$ cat src/core/qpm_params.svh
`ifndef QPM_PARAMS_SVH
`define QPM_PARAMS_SVH
// Behaviour
// - Four egress queues, each frame gets one
// - Eight-entry writable tag-priority queue table
// - Tag table defaults 1,2/0,3/4,5/6,7 to 0..3
// - Tag priority is 3-bit field, 0 to 7
// - 64-entry writable code point queue table
// - Code point defaults 0-7:1, 8-23:0, 24-31:1, 32-47:2, 48-63:3
// - Code point taken from old type-of-service byte
// - Strict scheme: queue 3 highest, 0 lowest
// - Per-port trust mode, four options, tag default
// - Per-port default priority for untagged frames
// - Weighted mode serves 8:4:2:1 per round
// - Strict mode serves nonempty higher queue first

// ----------------------------------------
// Sizes
// ----------------------------------------
`define QPM_NUM_QUEUES   4
`define QPM_NUM_COS      8
`define QPM_NUM_DSCP     64
`define QPM_MAX_PORTS    64

// ----------------------------------------
// Register map (word addresses, 8-bit)
// ----------------------------------------
`define QPM_RGN_COS      2'h0
`define QPM_RGN_DSCP     2'h1
`define QPM_RGN_PORT     2'h2
`define QPM_RGN_MISC     2'h3
`define QPM_MISC_SCHED   6'h00
`define QPM_MISC_CNT0    6'h04
`define QPM_PCFG_PRI_MSB   2
`define QPM_PCFG_PRI_LSB   0
`define QPM_PCFG_TRUST_MSB 4
`define QPM_PCFG_TRUST_LSB 3
`define QPM_SCHED_STRICT_BIT 0

// ----------------------------------------
// Reset values and header fields
// ----------------------------------------
`define QPM_DEF_PRI      3'h0
`define QPM_DEF_STRICT   1'h0
`define QPM_TOS_DSCP_MSB 7
`define QPM_TOS_DSCP_LSB 2
`define QPM_WEIGHT_Q3    4'h8
`define QPM_WEIGHT_Q2    4'h4
`define QPM_WEIGHT_Q1    4'h2
`define QPM_WEIGHT_Q0    4'h1

`endif

$ cat src/core/qpm_pkg.sv
package qpm_pkg;
  // Queue number, 0 lowest .. 3 highest
  typedef logic [1:0] qpm_queue_t;
  // Trust mode as held in the port configuration word
  typedef enum logic [1:0] {
    tag_priority_only           = 2'h0,
    codepoint_only              = 2'h1,
    tag_priority_then_codepoint = 2'h2,
    codepoint_then_tag_priority = 2'h3
  } qpm_trust_t;
endpackage

$ cat src/core/qpm_sched.sv
`timescale 1ns/1ps
`default_nettype none
`include "qpm_params.svh"
module qpm_sched
  import qpm_pkg::*;
(
  input  wire logic       mclk,
  input  wire logic       resetn,
  input  wire logic       strict,
  input  wire logic       req,
  input  wire logic [3:0] nonempty,
  output var  logic       grant_valid,
  output var  qpm_queue_t grant_queue
);
  logic [3:0] credit [`QPM_NUM_QUEUES];
  logic [3:0] weight [`QPM_NUM_QUEUES];
  qpm_queue_t pick;
  logic       any;
  logic       reload;

  // ----------------------------------------
  // Pick: highest eligible queue
  // ----------------------------------------
  // Ascending loops leave the highest hit, so queue 3 wins
  always_comb begin
    logic       found;
    qpm_queue_t top_any;
    found   = 1'b0;
    any     = 1'b0;
    top_any = '0;
    pick    = '0;
    for (int i = 0; i < `QPM_NUM_QUEUES; i++) begin
      if (nonempty[i]) begin
        any     = 1'b1;
        top_any = qpm_queue_t'(i);
      end
      if (nonempty[i] && (strict || credit[i] != 4'h0)) begin
        found = 1'b1;
        pick  = qpm_queue_t'(i);
      end
    end
    // Round over: every waiting queue spent its share
    reload = any && !found && !strict;
    if (reload) begin
      pick = top_any;
    end
  end

  // ----------------------------------------
  // Per-queue credit, one generate lane each
  // ----------------------------------------
  for (genvar q = 0; q < `QPM_NUM_QUEUES; q++) begin : g_credit
    localparam logic [3:0] W = (q == 3) ? `QPM_WEIGHT_Q3 :
                               (q == 2) ? `QPM_WEIGHT_Q2 :
                               (q == 1) ? `QPM_WEIGHT_Q1 : `QPM_WEIGHT_Q0;
    assign weight[q] = W;
    // Credits frozen in strict mode so a switch back resumes the unfinished round
    always_ff @(posedge mclk or negedge resetn) begin
      if (!resetn) begin
        credit[q] <= W;
      end else if (req && any && !strict) begin
        if (reload) begin
          credit[q] <= (pick == qpm_queue_t'(q)) ? weight[q] - 4'h1 : weight[q];
        end else if (pick == qpm_queue_t'(q)) begin
          credit[q] <= credit[q] - 4'h1;
        end
      end
    end
  end

  // ----------------------------------------
  // Registered grant
  // ----------------------------------------
  always_ff @(posedge mclk or negedge resetn) begin
    if (!resetn) begin
      grant_valid <= 1'b0;
      grant_queue <= '0;
    end else begin
      grant_valid <= req && any;
      grant_queue <= pick;
    end
  end
endmodule
`default_nettype wire

$ cat src/core/qpm_top.sv
// Added by the designer: the plain strobed port and the register offsets.
`timescale 1ns/1ps
`default_nettype none
`include "qpm_params.svh"
module qpm_top
  import qpm_pkg::*;
#(
  parameter int NPORTS = 8,
  parameter int PORT_W = 3
) (
  input  wire logic              mclk,
  input  wire logic              resetn,
  input  wire logic [7:0]        reg_addr,
  input  wire logic [31:0]       reg_wdata,
  input  wire logic              reg_wr,
  input  wire logic              reg_rd,
  output var  logic [31:0]       reg_rdata,
  input  wire logic              frame_valid,
  input  wire logic [PORT_W-1:0] frame_port,
  input  wire logic              frame_tagged,
  input  wire logic              frame_prio_tagged,
  input  wire logic [2:0]        frame_tag_pri,
  input  wire logic              frame_ipv4,
  input  wire logic [7:0]        frame_tos,
  output var  logic              class_valid,
  output var  logic [PORT_W-1:0] class_port,
  output var  qpm_queue_t        class_queue,
  input  wire logic              sched_req,
  input  wire logic [3:0]        sched_nonempty,
  output var  logic              sched_grant_valid,
  output var  qpm_queue_t        sched_grant_queue
);

  // ----------------------------------------
  // Elaboration checks
  // ----------------------------------------
  if (NPORTS < 1 || NPORTS > `QPM_MAX_PORTS || (1 << PORT_W) < NPORTS) begin : g_bad_param
    $error("qpm_top: NPORTS must be 1..64 and fit in PORT_W");
  end

  // ----------------------------------------
  // Storage
  // ----------------------------------------
  qpm_queue_t cos_table  [`QPM_NUM_COS];
  qpm_queue_t dscp_table [`QPM_NUM_DSCP];
  qpm_trust_t port_trust [NPORTS];
  logic [2:0] port_pri   [NPORTS];
  logic       strict;
  logic [15:0] q_count   [`QPM_NUM_QUEUES];

  // Reset content of the tag table
  function automatic qpm_queue_t cos_default(input int v);
    case (v)
      1, 2:    cos_default = 2'h0;
      0, 3:    cos_default = 2'h1;
      4, 5:    cos_default = 2'h2;
      default: cos_default = 2'h3;
    endcase
  endfunction

  // Reset content of the code point table
  function automatic qpm_queue_t dscp_default(input int v);
    if (v < 8)       dscp_default = 2'h1;
    else if (v < 24) dscp_default = 2'h0;
    else if (v < 32) dscp_default = 2'h1;
    else if (v < 48) dscp_default = 2'h2;
    else             dscp_default = 2'h3;
  endfunction

  // ----------------------------------------
  // Address decode
  // ----------------------------------------
  logic [1:0] rgn;
  logic [5:0] idx;
  logic       hit_cos;
  logic       hit_port;
  assign rgn      = reg_addr[7:6];
  assign idx      = reg_addr[5:0];
  assign hit_cos  = (rgn == `QPM_RGN_COS) && (idx < 6'(`QPM_NUM_COS));
  assign hit_port = (rgn == `QPM_RGN_PORT) && (32'(idx) < NPORTS);

  // ----------------------------------------
  // Table writes
  // ----------------------------------------
  // A whole entry lands in one edge; lookup never sees half a write
  always_ff @(posedge mclk or negedge resetn) begin
    if (!resetn) begin
      for (int i = 0; i < `QPM_NUM_COS; i++) begin
        cos_table[i] <= cos_default(i);
      end
    end else if (reg_wr && hit_cos) begin
      cos_table[idx[2:0]] <= reg_wdata[1:0];
    end
  end

  always_ff @(posedge mclk or negedge resetn) begin
    if (!resetn) begin
      for (int i = 0; i < `QPM_NUM_DSCP; i++) begin
        dscp_table[i] <= dscp_default(i);
      end
    end else if (reg_wr && rgn == `QPM_RGN_DSCP) begin
      dscp_table[idx] <= reg_wdata[1:0];
    end
  end

  // ----------------------------------------
  // Per-port configuration
  // ----------------------------------------
  always_ff @(posedge mclk or negedge resetn) begin
    if (!resetn) begin
      for (int p = 0; p < NPORTS; p++) begin
        port_trust[p] <= tag_priority_only;
        port_pri[p]   <= `QPM_DEF_PRI;
      end
    end else if (reg_wr && hit_port) begin
      port_trust[idx[PORT_W-1:0]] <=
        qpm_trust_t'(reg_wdata[`QPM_PCFG_TRUST_MSB:`QPM_PCFG_TRUST_LSB]);
      port_pri[idx[PORT_W-1:0]]   <= reg_wdata[`QPM_PCFG_PRI_MSB:`QPM_PCFG_PRI_LSB];
    end
  end

  // Scheduling discipline select
  always_ff @(posedge mclk or negedge resetn) begin
    if (!resetn) begin
      strict <= `QPM_DEF_STRICT;
    end else if (reg_wr && rgn == `QPM_RGN_MISC && idx == `QPM_MISC_SCHED) begin
      strict <= reg_wdata[`QPM_SCHED_STRICT_BIT];
    end
  end

  // ----------------------------------------
  // Classification
  // ----------------------------------------
  // Priority-tagged frames carry a tag but no usable class, like untagged
  logic        has_tag;
  logic [5:0]  codepoint;
  logic [2:0]  eff_pri;
  qpm_trust_t  trust;
  qpm_queue_t  q_tag;
  qpm_queue_t  q_cp;
  qpm_queue_t  q_def;
  qpm_queue_t  next_queue;

  assign has_tag   = frame_tagged && !frame_prio_tagged;
  assign codepoint = frame_tos[`QPM_TOS_DSCP_MSB:`QPM_TOS_DSCP_LSB];
  assign trust     = port_trust[frame_port];
  assign eff_pri   = has_tag ? frame_tag_pri : port_pri[frame_port];
  assign q_tag     = cos_table[eff_pri];
  assign q_cp      = dscp_table[codepoint];
  assign q_def     = cos_table[port_pri[frame_port]];

  // In the two combined modes missing fields fall back to the other table, then port default; single-table modes go straight to port default
  always_comb begin
    case (trust)
      tag_priority_only: begin
        next_queue = q_tag;
      end
      codepoint_only: begin
        next_queue = frame_ipv4 ? q_cp : q_def;
      end
      tag_priority_then_codepoint: begin
        next_queue = has_tag ? q_tag : (frame_ipv4 ? q_cp : q_def);
      end
      codepoint_then_tag_priority: begin
        next_queue = frame_ipv4 ? q_cp : q_tag;
      end
      default: begin
        next_queue = q_tag;
      end
    endcase
  end

  // One result per frame, one cycle after it is presented
  always_ff @(posedge mclk or negedge resetn) begin
    if (!resetn) begin
      class_valid <= 1'b0;
      class_port  <= '0;
      class_queue <= '0;
    end else begin
      class_valid <= frame_valid;
      class_port  <= frame_port;
      class_queue <= next_queue;
    end
  end

  // ----------------------------------------
  // Per-queue frame counters
  // ----------------------------------------
  // Counters wrap; software reads differences, so no clear is offered
  for (genvar q = 0; q < `QPM_NUM_QUEUES; q++) begin : g_cnt
    always_ff @(posedge mclk or negedge resetn) begin
      if (!resetn) begin
        q_count[q] <= '0;
      end else if (class_valid && class_queue == qpm_queue_t'(q)) begin
        q_count[q] <= q_count[q] + 16'h0001;
      end
    end
  end

  // ----------------------------------------
  // Register read, data one cycle later
  // ----------------------------------------
  always_ff @(posedge mclk or negedge resetn) begin
    if (!resetn) begin
      reg_rdata <= '0;
    end else if (reg_rd) begin
      reg_rdata <= '0;
      case (rgn)
        `QPM_RGN_COS: begin
          if (hit_cos) begin
            reg_rdata[1:0] <= cos_table[idx[2:0]];
          end
        end
        `QPM_RGN_DSCP: begin
          reg_rdata[1:0] <= dscp_table[idx];
        end
        `QPM_RGN_PORT: begin
          if (hit_port) begin
            reg_rdata[`QPM_PCFG_TRUST_MSB:`QPM_PCFG_TRUST_LSB] <= port_trust[idx[PORT_W-1:0]];
            reg_rdata[`QPM_PCFG_PRI_MSB:`QPM_PCFG_PRI_LSB]     <= port_pri[idx[PORT_W-1:0]];
          end
        end
        default: begin
          if (idx == `QPM_MISC_SCHED) begin
            reg_rdata[`QPM_SCHED_STRICT_BIT] <= strict;
          end else if (idx >= `QPM_MISC_CNT0 && idx < `QPM_MISC_CNT0 + 6'(`QPM_NUM_QUEUES)) begin
            reg_rdata[15:0] <= q_count[2'(idx - `QPM_MISC_CNT0)];
          end
        end
      endcase
    end else begin
      // Data stand only in the cycle after the read
      reg_rdata <= '0;
    end
  end

  // ----------------------------------------
  // Egress scheduler
  // ----------------------------------------
  qpm_sched u_sched (
    .mclk        (mclk),
    .resetn      (resetn),
    .strict      (strict),
    .req         (sched_req),
    .nonempty    (sched_nonempty),
    .grant_valid (sched_grant_valid),
    .grant_queue (sched_grant_queue)
  );

endmodule
`default_nettype wire

$ cat config.mk
export PLATFORM = sky130hd
export DESIGN_NAME = qpm_top
export DESIGN_NICKNAME = d
export VERILOG_FILES = /design/src/core/qpm_pkg.sv /design/src/core/qpm_sched.sv /design/src/core/qpm_top.sv
export VERILOG_INCLUDE_DIRS = /design/src /design/src/core
export SDC_FILE = /design/constraint.sdc
export NUM_CORES = 1
export LEC_CHECK = 0
export BUFFER_PORTS_ARGS = -buffer_cell sky130_fd_sc_hd__buf_2
export CAP_MARGIN = 20
export CORE_ASPECT_RATIO = 1.25
export CORE_UTILIZATION = 35
export CTS_BUF_LIST = sky130_fd_sc_hd__clkbuf_8
export DETAILED_ROUTE_END_ITERATION = 10
export PLACE_DENSITY_LB_ADDON = 0.12
export SYNTH_ARGS = -nofsm -noshare
export SYNTH_HDL_FRONTEND = slang
export SYNTH_SLANG_ARGS = --single-unit
$ cat constraint.sdc
create_clock -name mclk -period 5.65 [get_ports mclk]
set_input_delay 0.2825 -clock mclk [delete_from_list [all_inputs] [get_ports mclk]]
set_output_delay 0.2825 -clock mclk [all_outputs]
set_load 0.02 [all_outputs]
-- Yosys cells after proc, flatten, opt, wreduce, memory -nomap -nowiden
Cells that the tools add are included.
- register bits after elaboration: 306
- input bits: 67
- logic and storage cells: 273
- output and inout port bits: 41
- eq/ne operators: 12
- reduce and logical (&&, ||, !) cells: 49
- bitwise gates (word level): 7
- muxes and demuxes: 81
- add/sub/neg operators: 9
- magnitude comparators: 12
- operators with widths (kind ; count):
    128-bit bitwise mux ; 1
    16-bit by 1-bit adder with 16-bit output (second input constant) ; 4
    16-bit 2-to-1 mux ; 4
    2-bit 2-to-1 mux ; 26
    4-bit 2-to-1 mux ; 9
    16-bit binary-select mux with 2-bit select ; 1
    16-bit bitwise mux ; 2
    2-bit binary-select mux with 3-bit select ; 5
    2-bit binary-select mux with 6-bit select ; 2
    24-bit bitwise mux ; 1
    1-bit logical AND ; 23
    3-bit 2-to-1 mux ; 7
    3-bit binary-select mux with 3-bit select ; 2
    2-bit equality test (second input constant) ; 8
    4-bit greater-or-equal comparator (second input constant) ; 4
    3-bit NOT with 4-bit output ; 4
    4-bit nonzero test ; 4
    4-bit by 1-bit subtractor with 4-bit output (second input constant) ; 4
    15-bit 2-to-1 mux ; 1
    7-bit greater-or-equal comparator (second input constant) ; 2
    6-bit NOT with 7-bit output ; 2
    2-bit demux with 6-bit select ; 1
    6-bit by 4-bit < comparator with 1-bit output (second input constant) ; 2
    1-bit 2-to-1 mux ; 12
    22 further kinds ; 39

-- Logic depth before layout (Yosys ltp)
- depth in word-level cells: 14
- depth in mapped cells: 10
- gate-level depth less buffers: 10

-- Modules after synthesis
From an unflattened synthesis, not the netlist that was laid out.
- cell total of the unflattened synthesis: 1279
- area total of the unflattened synthesis: 15514.9 um2
- by module, submodules not included (module ; sequential area each (um2) ; area an instance (um2) ; cells each ; times used):
    qpm_top ; 6871.6 ; 14217.4 ; 1132 ; 1
    qpm_sched ; 480.5 ; 1297.5 ; 147 ; 1

-- Least setup slack after synthesis
Ideal clock, no wire load.
- kind: register to register
- start: register u_sched.credit[0] (netlist bit)
- end: register u_sched.credit[2] (netlist bit)
- stages on the path, launching flop included: 11
- path buffers: 0
- arrival: 2.190 ns
- data required time: 5.528 ns
- slack: 3.338 ns
- library setup time: 0.122 ns
- clock period less this slack: 2.312 ns
- path through: dfrtp_1 -> inv_1 -> ha_1 -> or4b_4 -> a22oi_2 -> nand3_1 -> o21a_2 -> inv_4 -> and2_1 -> nand3_1 -> a32o_1
- word-level cells in the longest chain between the ends: 11
- elaborated cells between the ends (all ways): 16
- those cells by class: add/sub (1); eq/ne (1); mux (6); reduce/logical (8)
- RTL lines (what ; line ; RTL):
    from (decl) ; qpm_sched.sv:15 ; logic [3:0] credit [`QPM_NUM_QUEUES];
    from (signal, indexed assignment) ; qpm_sched.sv:63 ; credit[q] <= (pick == qpm_queue_t'(q)) ? weight[q] - 4'h1 : weight[q];
    from (signal, indexed assignment) ; qpm_sched.sv:65 ; credit[q] <= credit[q] - 4'h1;
    4-bit nonzero test (*) ; qpm_sched.sv:37 ; if (nonempty[i] && (strict || credit[i] != 4'h0)) begin
    1-bit logical OR (*) ; qpm_sched.sv:37 ;
    1-bit logical AND (*) ; qpm_sched.sv:37 ;
    1-bit 2-to-1 mux ; qpm_sched.sv:37 ;
    1-bit logical NOT ; qpm_sched.sv:43 ; reload = any && !found && !strict;
    1-bit logical AND (2 in series) ; qpm_sched.sv:43 ;
    2-bit 2-to-1 mux (*) ; qpm_sched.sv:44 ; if (reload) begin
    net u_sched.pick[1] ; qpm_sched.sv:17 ; qpm_queue_t pick;
    2-bit equality test (*) ; qpm_sched.sv:63, qpm_sched.sv:64 ;
    4-bit 2-to-1 mux or 2-bit nonzero test (tied branches) ; - ;
    4-bit 2-to-1 mux or 2-bit AND reduction (tied branches) ; - ;
The timed path passes the listed nets; every way through them passes the cells marked *. The select of a mux whose other input is x is not followed.
A chain may end at the register's enable or synchronous reset.

-- Final worst setup path
- start: register u_sched.credit[8] (netlist bit)
- end: register u_sched.credit[2] (netlist bit)
- word-level cells in the longest chain between the ends: 13
- elaborated cells between the ends (all ways): 18
- those cells by class: eq/ne (1); mux (9); reduce/logical (8)
- RTL lines (what ; line):
    4-bit nonzero test (*) ; qpm_sched.sv:37
    1-bit logical OR (*) ; qpm_sched.sv:37
    1-bit logical AND (*) ; qpm_sched.sv:37
    1-bit 2-to-1 mux (*) (3 in series) ; qpm_sched.sv:37
    1-bit logical NOT (*) ; qpm_sched.sv:43
    1-bit logical AND (*) (2 in series) ; qpm_sched.sv:43
    2-bit 2-to-1 mux (*) ; qpm_sched.sv:44
    net u_sched.pick[1] ; qpm_sched.sv:17
    2-bit equality test (*) ; qpm_sched.sv:63, qpm_sched.sv:64
    4-bit 2-to-1 mux or 2-bit nonzero test (tied branches) ; -
    4-bit 2-to-1 mux or 2-bit AND reduction (tied branches) ; -
The timed path passes the listed nets; every way through them passes the cells marked *.

==> run metrics <==
Std-Cell Rows=85; Static Leak=7.66 nW; global-route usage over all layers=20.7%; Final Wtd Congestion=0.787; final setup TNS=0 ns; worst path required time=6.17 ns; # IOs=108; crit path max fanout=11; critical path class=register to register; worst min path class=input port to register; Tmin final=3.07 ns; pwr dens=304 nW/um^2; FF+latch count, synth=290; post-route core utilization=40.0%; synthesized area=15400 um^2; Antenna Nets Post-Route=0; deepest clock path buffer count=3; hpwl dp=30.0 mm; Overflow after GRT=0; # Max-Cap Violations=0; Die ar.=44900 um^2; cts bufs inserted=53; Final Hold Viols=0; vias in the first global route=11300; Resized cells post-CTS=0; Hold Crit Start=reg_rd; layout cells sized above 1=33.3%; global-route wire length before repair=70.3 mm; core area=43300 um^2; Detailed Routing Iterations Pass 1=5; startpoint of the worst register-to-register path=u_sched.credit[8]; commonest register cell after synthesis=dfrtp_1; Initial Util=35.6%; largest net degree at the start of global routing=125; status=finished clean; startpoint types=register; Worst-path clk slew=0.06 ns; Setup crit start=u_sched.credit[8]; die height=237 um; R2R depth=10; I/O Buffers=62; Worst Skew=0.0205 ns; H-tree levels=2; hold_ws=0.0578 ns; clock latency on the worst-skew pair=0.65 ns; most frequent cells in the layout=214 x dfrtp_1, 154 x mux2_2, 101 x nor2_1; Tot Pwr=5.26 mW; endpoints failing setup=0; RSZ-0062 raised after global routing=no; antenna violations before repair=5; DRT Wirelength=45.1 mm; Tcrit/Tclk final=54.4%; clock tree sinks=290; share of flip-flops with an asynchronous set or reset=100%; number of remaining DRC errors=0; Netlist cell types=74; Post-layout nets=1405; First DRT Iteration DRCs=623; Synth Instances=1259; WP data arrival=3.59 ns; vias post-DR=10700; Avg Inst Size Synth=12.2 um^2; hold depth=2; Post-synth EDFFs=0; Vias/cell=5.54; commonest non-fill, non-tap cell in the layout=dfrtp_1; maximum vdd drop=0.000151 V; Ys Warns=0; Chip Width=190 um; area grow syn2layout=12.5%; Max Fclk=325 MHz; Max Slew Vio Count=0; CTS tree=done; root buffer cell=clkbuf_8; Slew @ Worst Pin=0.992 ns; Critical Path Sink Type=register; relative max-transition margin=33.8%; DR WL/cell=23.3 um; sequential cell area fraction in the yosys report=47.7%
==> layout make-up <==
type	count	area (um^2)
Tap cell	565	707
Sequential cell	290	7350
Clock inverter	31	155
Inverter	22	85.1
Clock buffer	65	895
Antenna cell	3	7.51
Fill cell	4177	26000
Timing Repair Buffer	83	522
Multi-Input combinational cell	877	7600
==> worst paths after layout <==
kind                                endpoint  slack (ns)
setup reg to reg           u_sched.credit[2]        2.58
setup / recovery           u_sched.credit[2]        2.58
hold reg to reg                  q_count[31]        0.47
min in group asynchronous      class_port[1]        0.28
hold / removal                  reg_rdata[2]        0.06
max in group asynchronous     dscp_table[67]        4.08
==> stage by stage <==
stage / cells / instance area [um^2] / setup slack, ns
after detailed placement: 1828 / 16200 / 2.32
after floorplan: 1274 / 15500 / 3.34
final: 1936 / 17300 / 2.58
after global placement: 1827 / 16200 / 1.95
after global routing: 1934 / 17300 / 2.38
after CTS: 1933 / 17300 / 2.67
==> state kept, by name (all words and copies together) (netlist names) <==
name	flops
u_sched.credit	16
class_port	3
u_sched.grant_valid	1
class_valid	1
q_count	64
port_pri	24
class_queue	2
port_trust	16
u_sched.grant_queue	2
dscp_table	128
cos_table	16
reg_rdata	16
strict	1
==> metal layers <==
layer / GRT usage [%] / vias to the layer above / part of all wire, %
li1: - / 4816 / -
met1: 26.7 / 5471 / 42
met2: 33.6 / 332 / 48
met3: 4.40 / 111 / 5.7
met4: 8.87 / 4 / 3.9
met5: 0 / - / 0.058
==> synth_stat cells, types with 17 or more instances <==
cell type  count  area share, %
a21oi_1       20           0.65
a22oi_1       56            2.7
and3_1        27            1.1
buf_2         21           0.68
buf_4         17           0.83
clkbuf_1      42            1.0
dfrtp_1      214             35
dfstp_2       76             13
inv_1         20           0.49
mux2_1        40            2.9
mux2_2       154             11
mux2i_1       22            1.4
mux4_2        60            8.8
nand2_1       80            1.9
nand3_1       27           0.88
nor2_1       101            2.5
o22ai_1       21           0.85
xnor2_1       41            2.3
xor2_1        24            1.4
==> power breakdown <==
part	switching [mW]	internal (mW)
combinational	0.426	0.342
sequential	0.194	2.29
clock	0.926	1.08
==> kinds of logic (layout without fill, tap and decap cells) <==
logic type	Yosys count	after routing	share of synthesized area [%]
other cells	1	19	0.0243
mux	284	284	25.6
buf+inv	107	201	3.31
xor+xnor	65	65	3.70
flops	290	290	47.7
simple gates	325	325	10.4
compound gates	176	176	8.29
fa+ha+maj	11	11	0.894
==> timing repair <==
| action | in CTS | in global routing |
|---|---|---|
| hold buffers | 9 | 0 |
| buffers inserted | 0 | 0 |
| endpoints found under the hold margin | 142 | 0 |
==> worst max-delay path: stages, from the launching register on <==
cell and delay [ns]:
dfrtp_1 0.40, inv_1 0.07, ha_1 0.16, inv_1 0.04, o41ai_1 0.60, nand3_1 0.54
o21a_2 0.44, inv_4 0.13, and2_1 0.19, nand3_1 0.09, a32o_1 0.29
(Power assumes the default switching activity.)
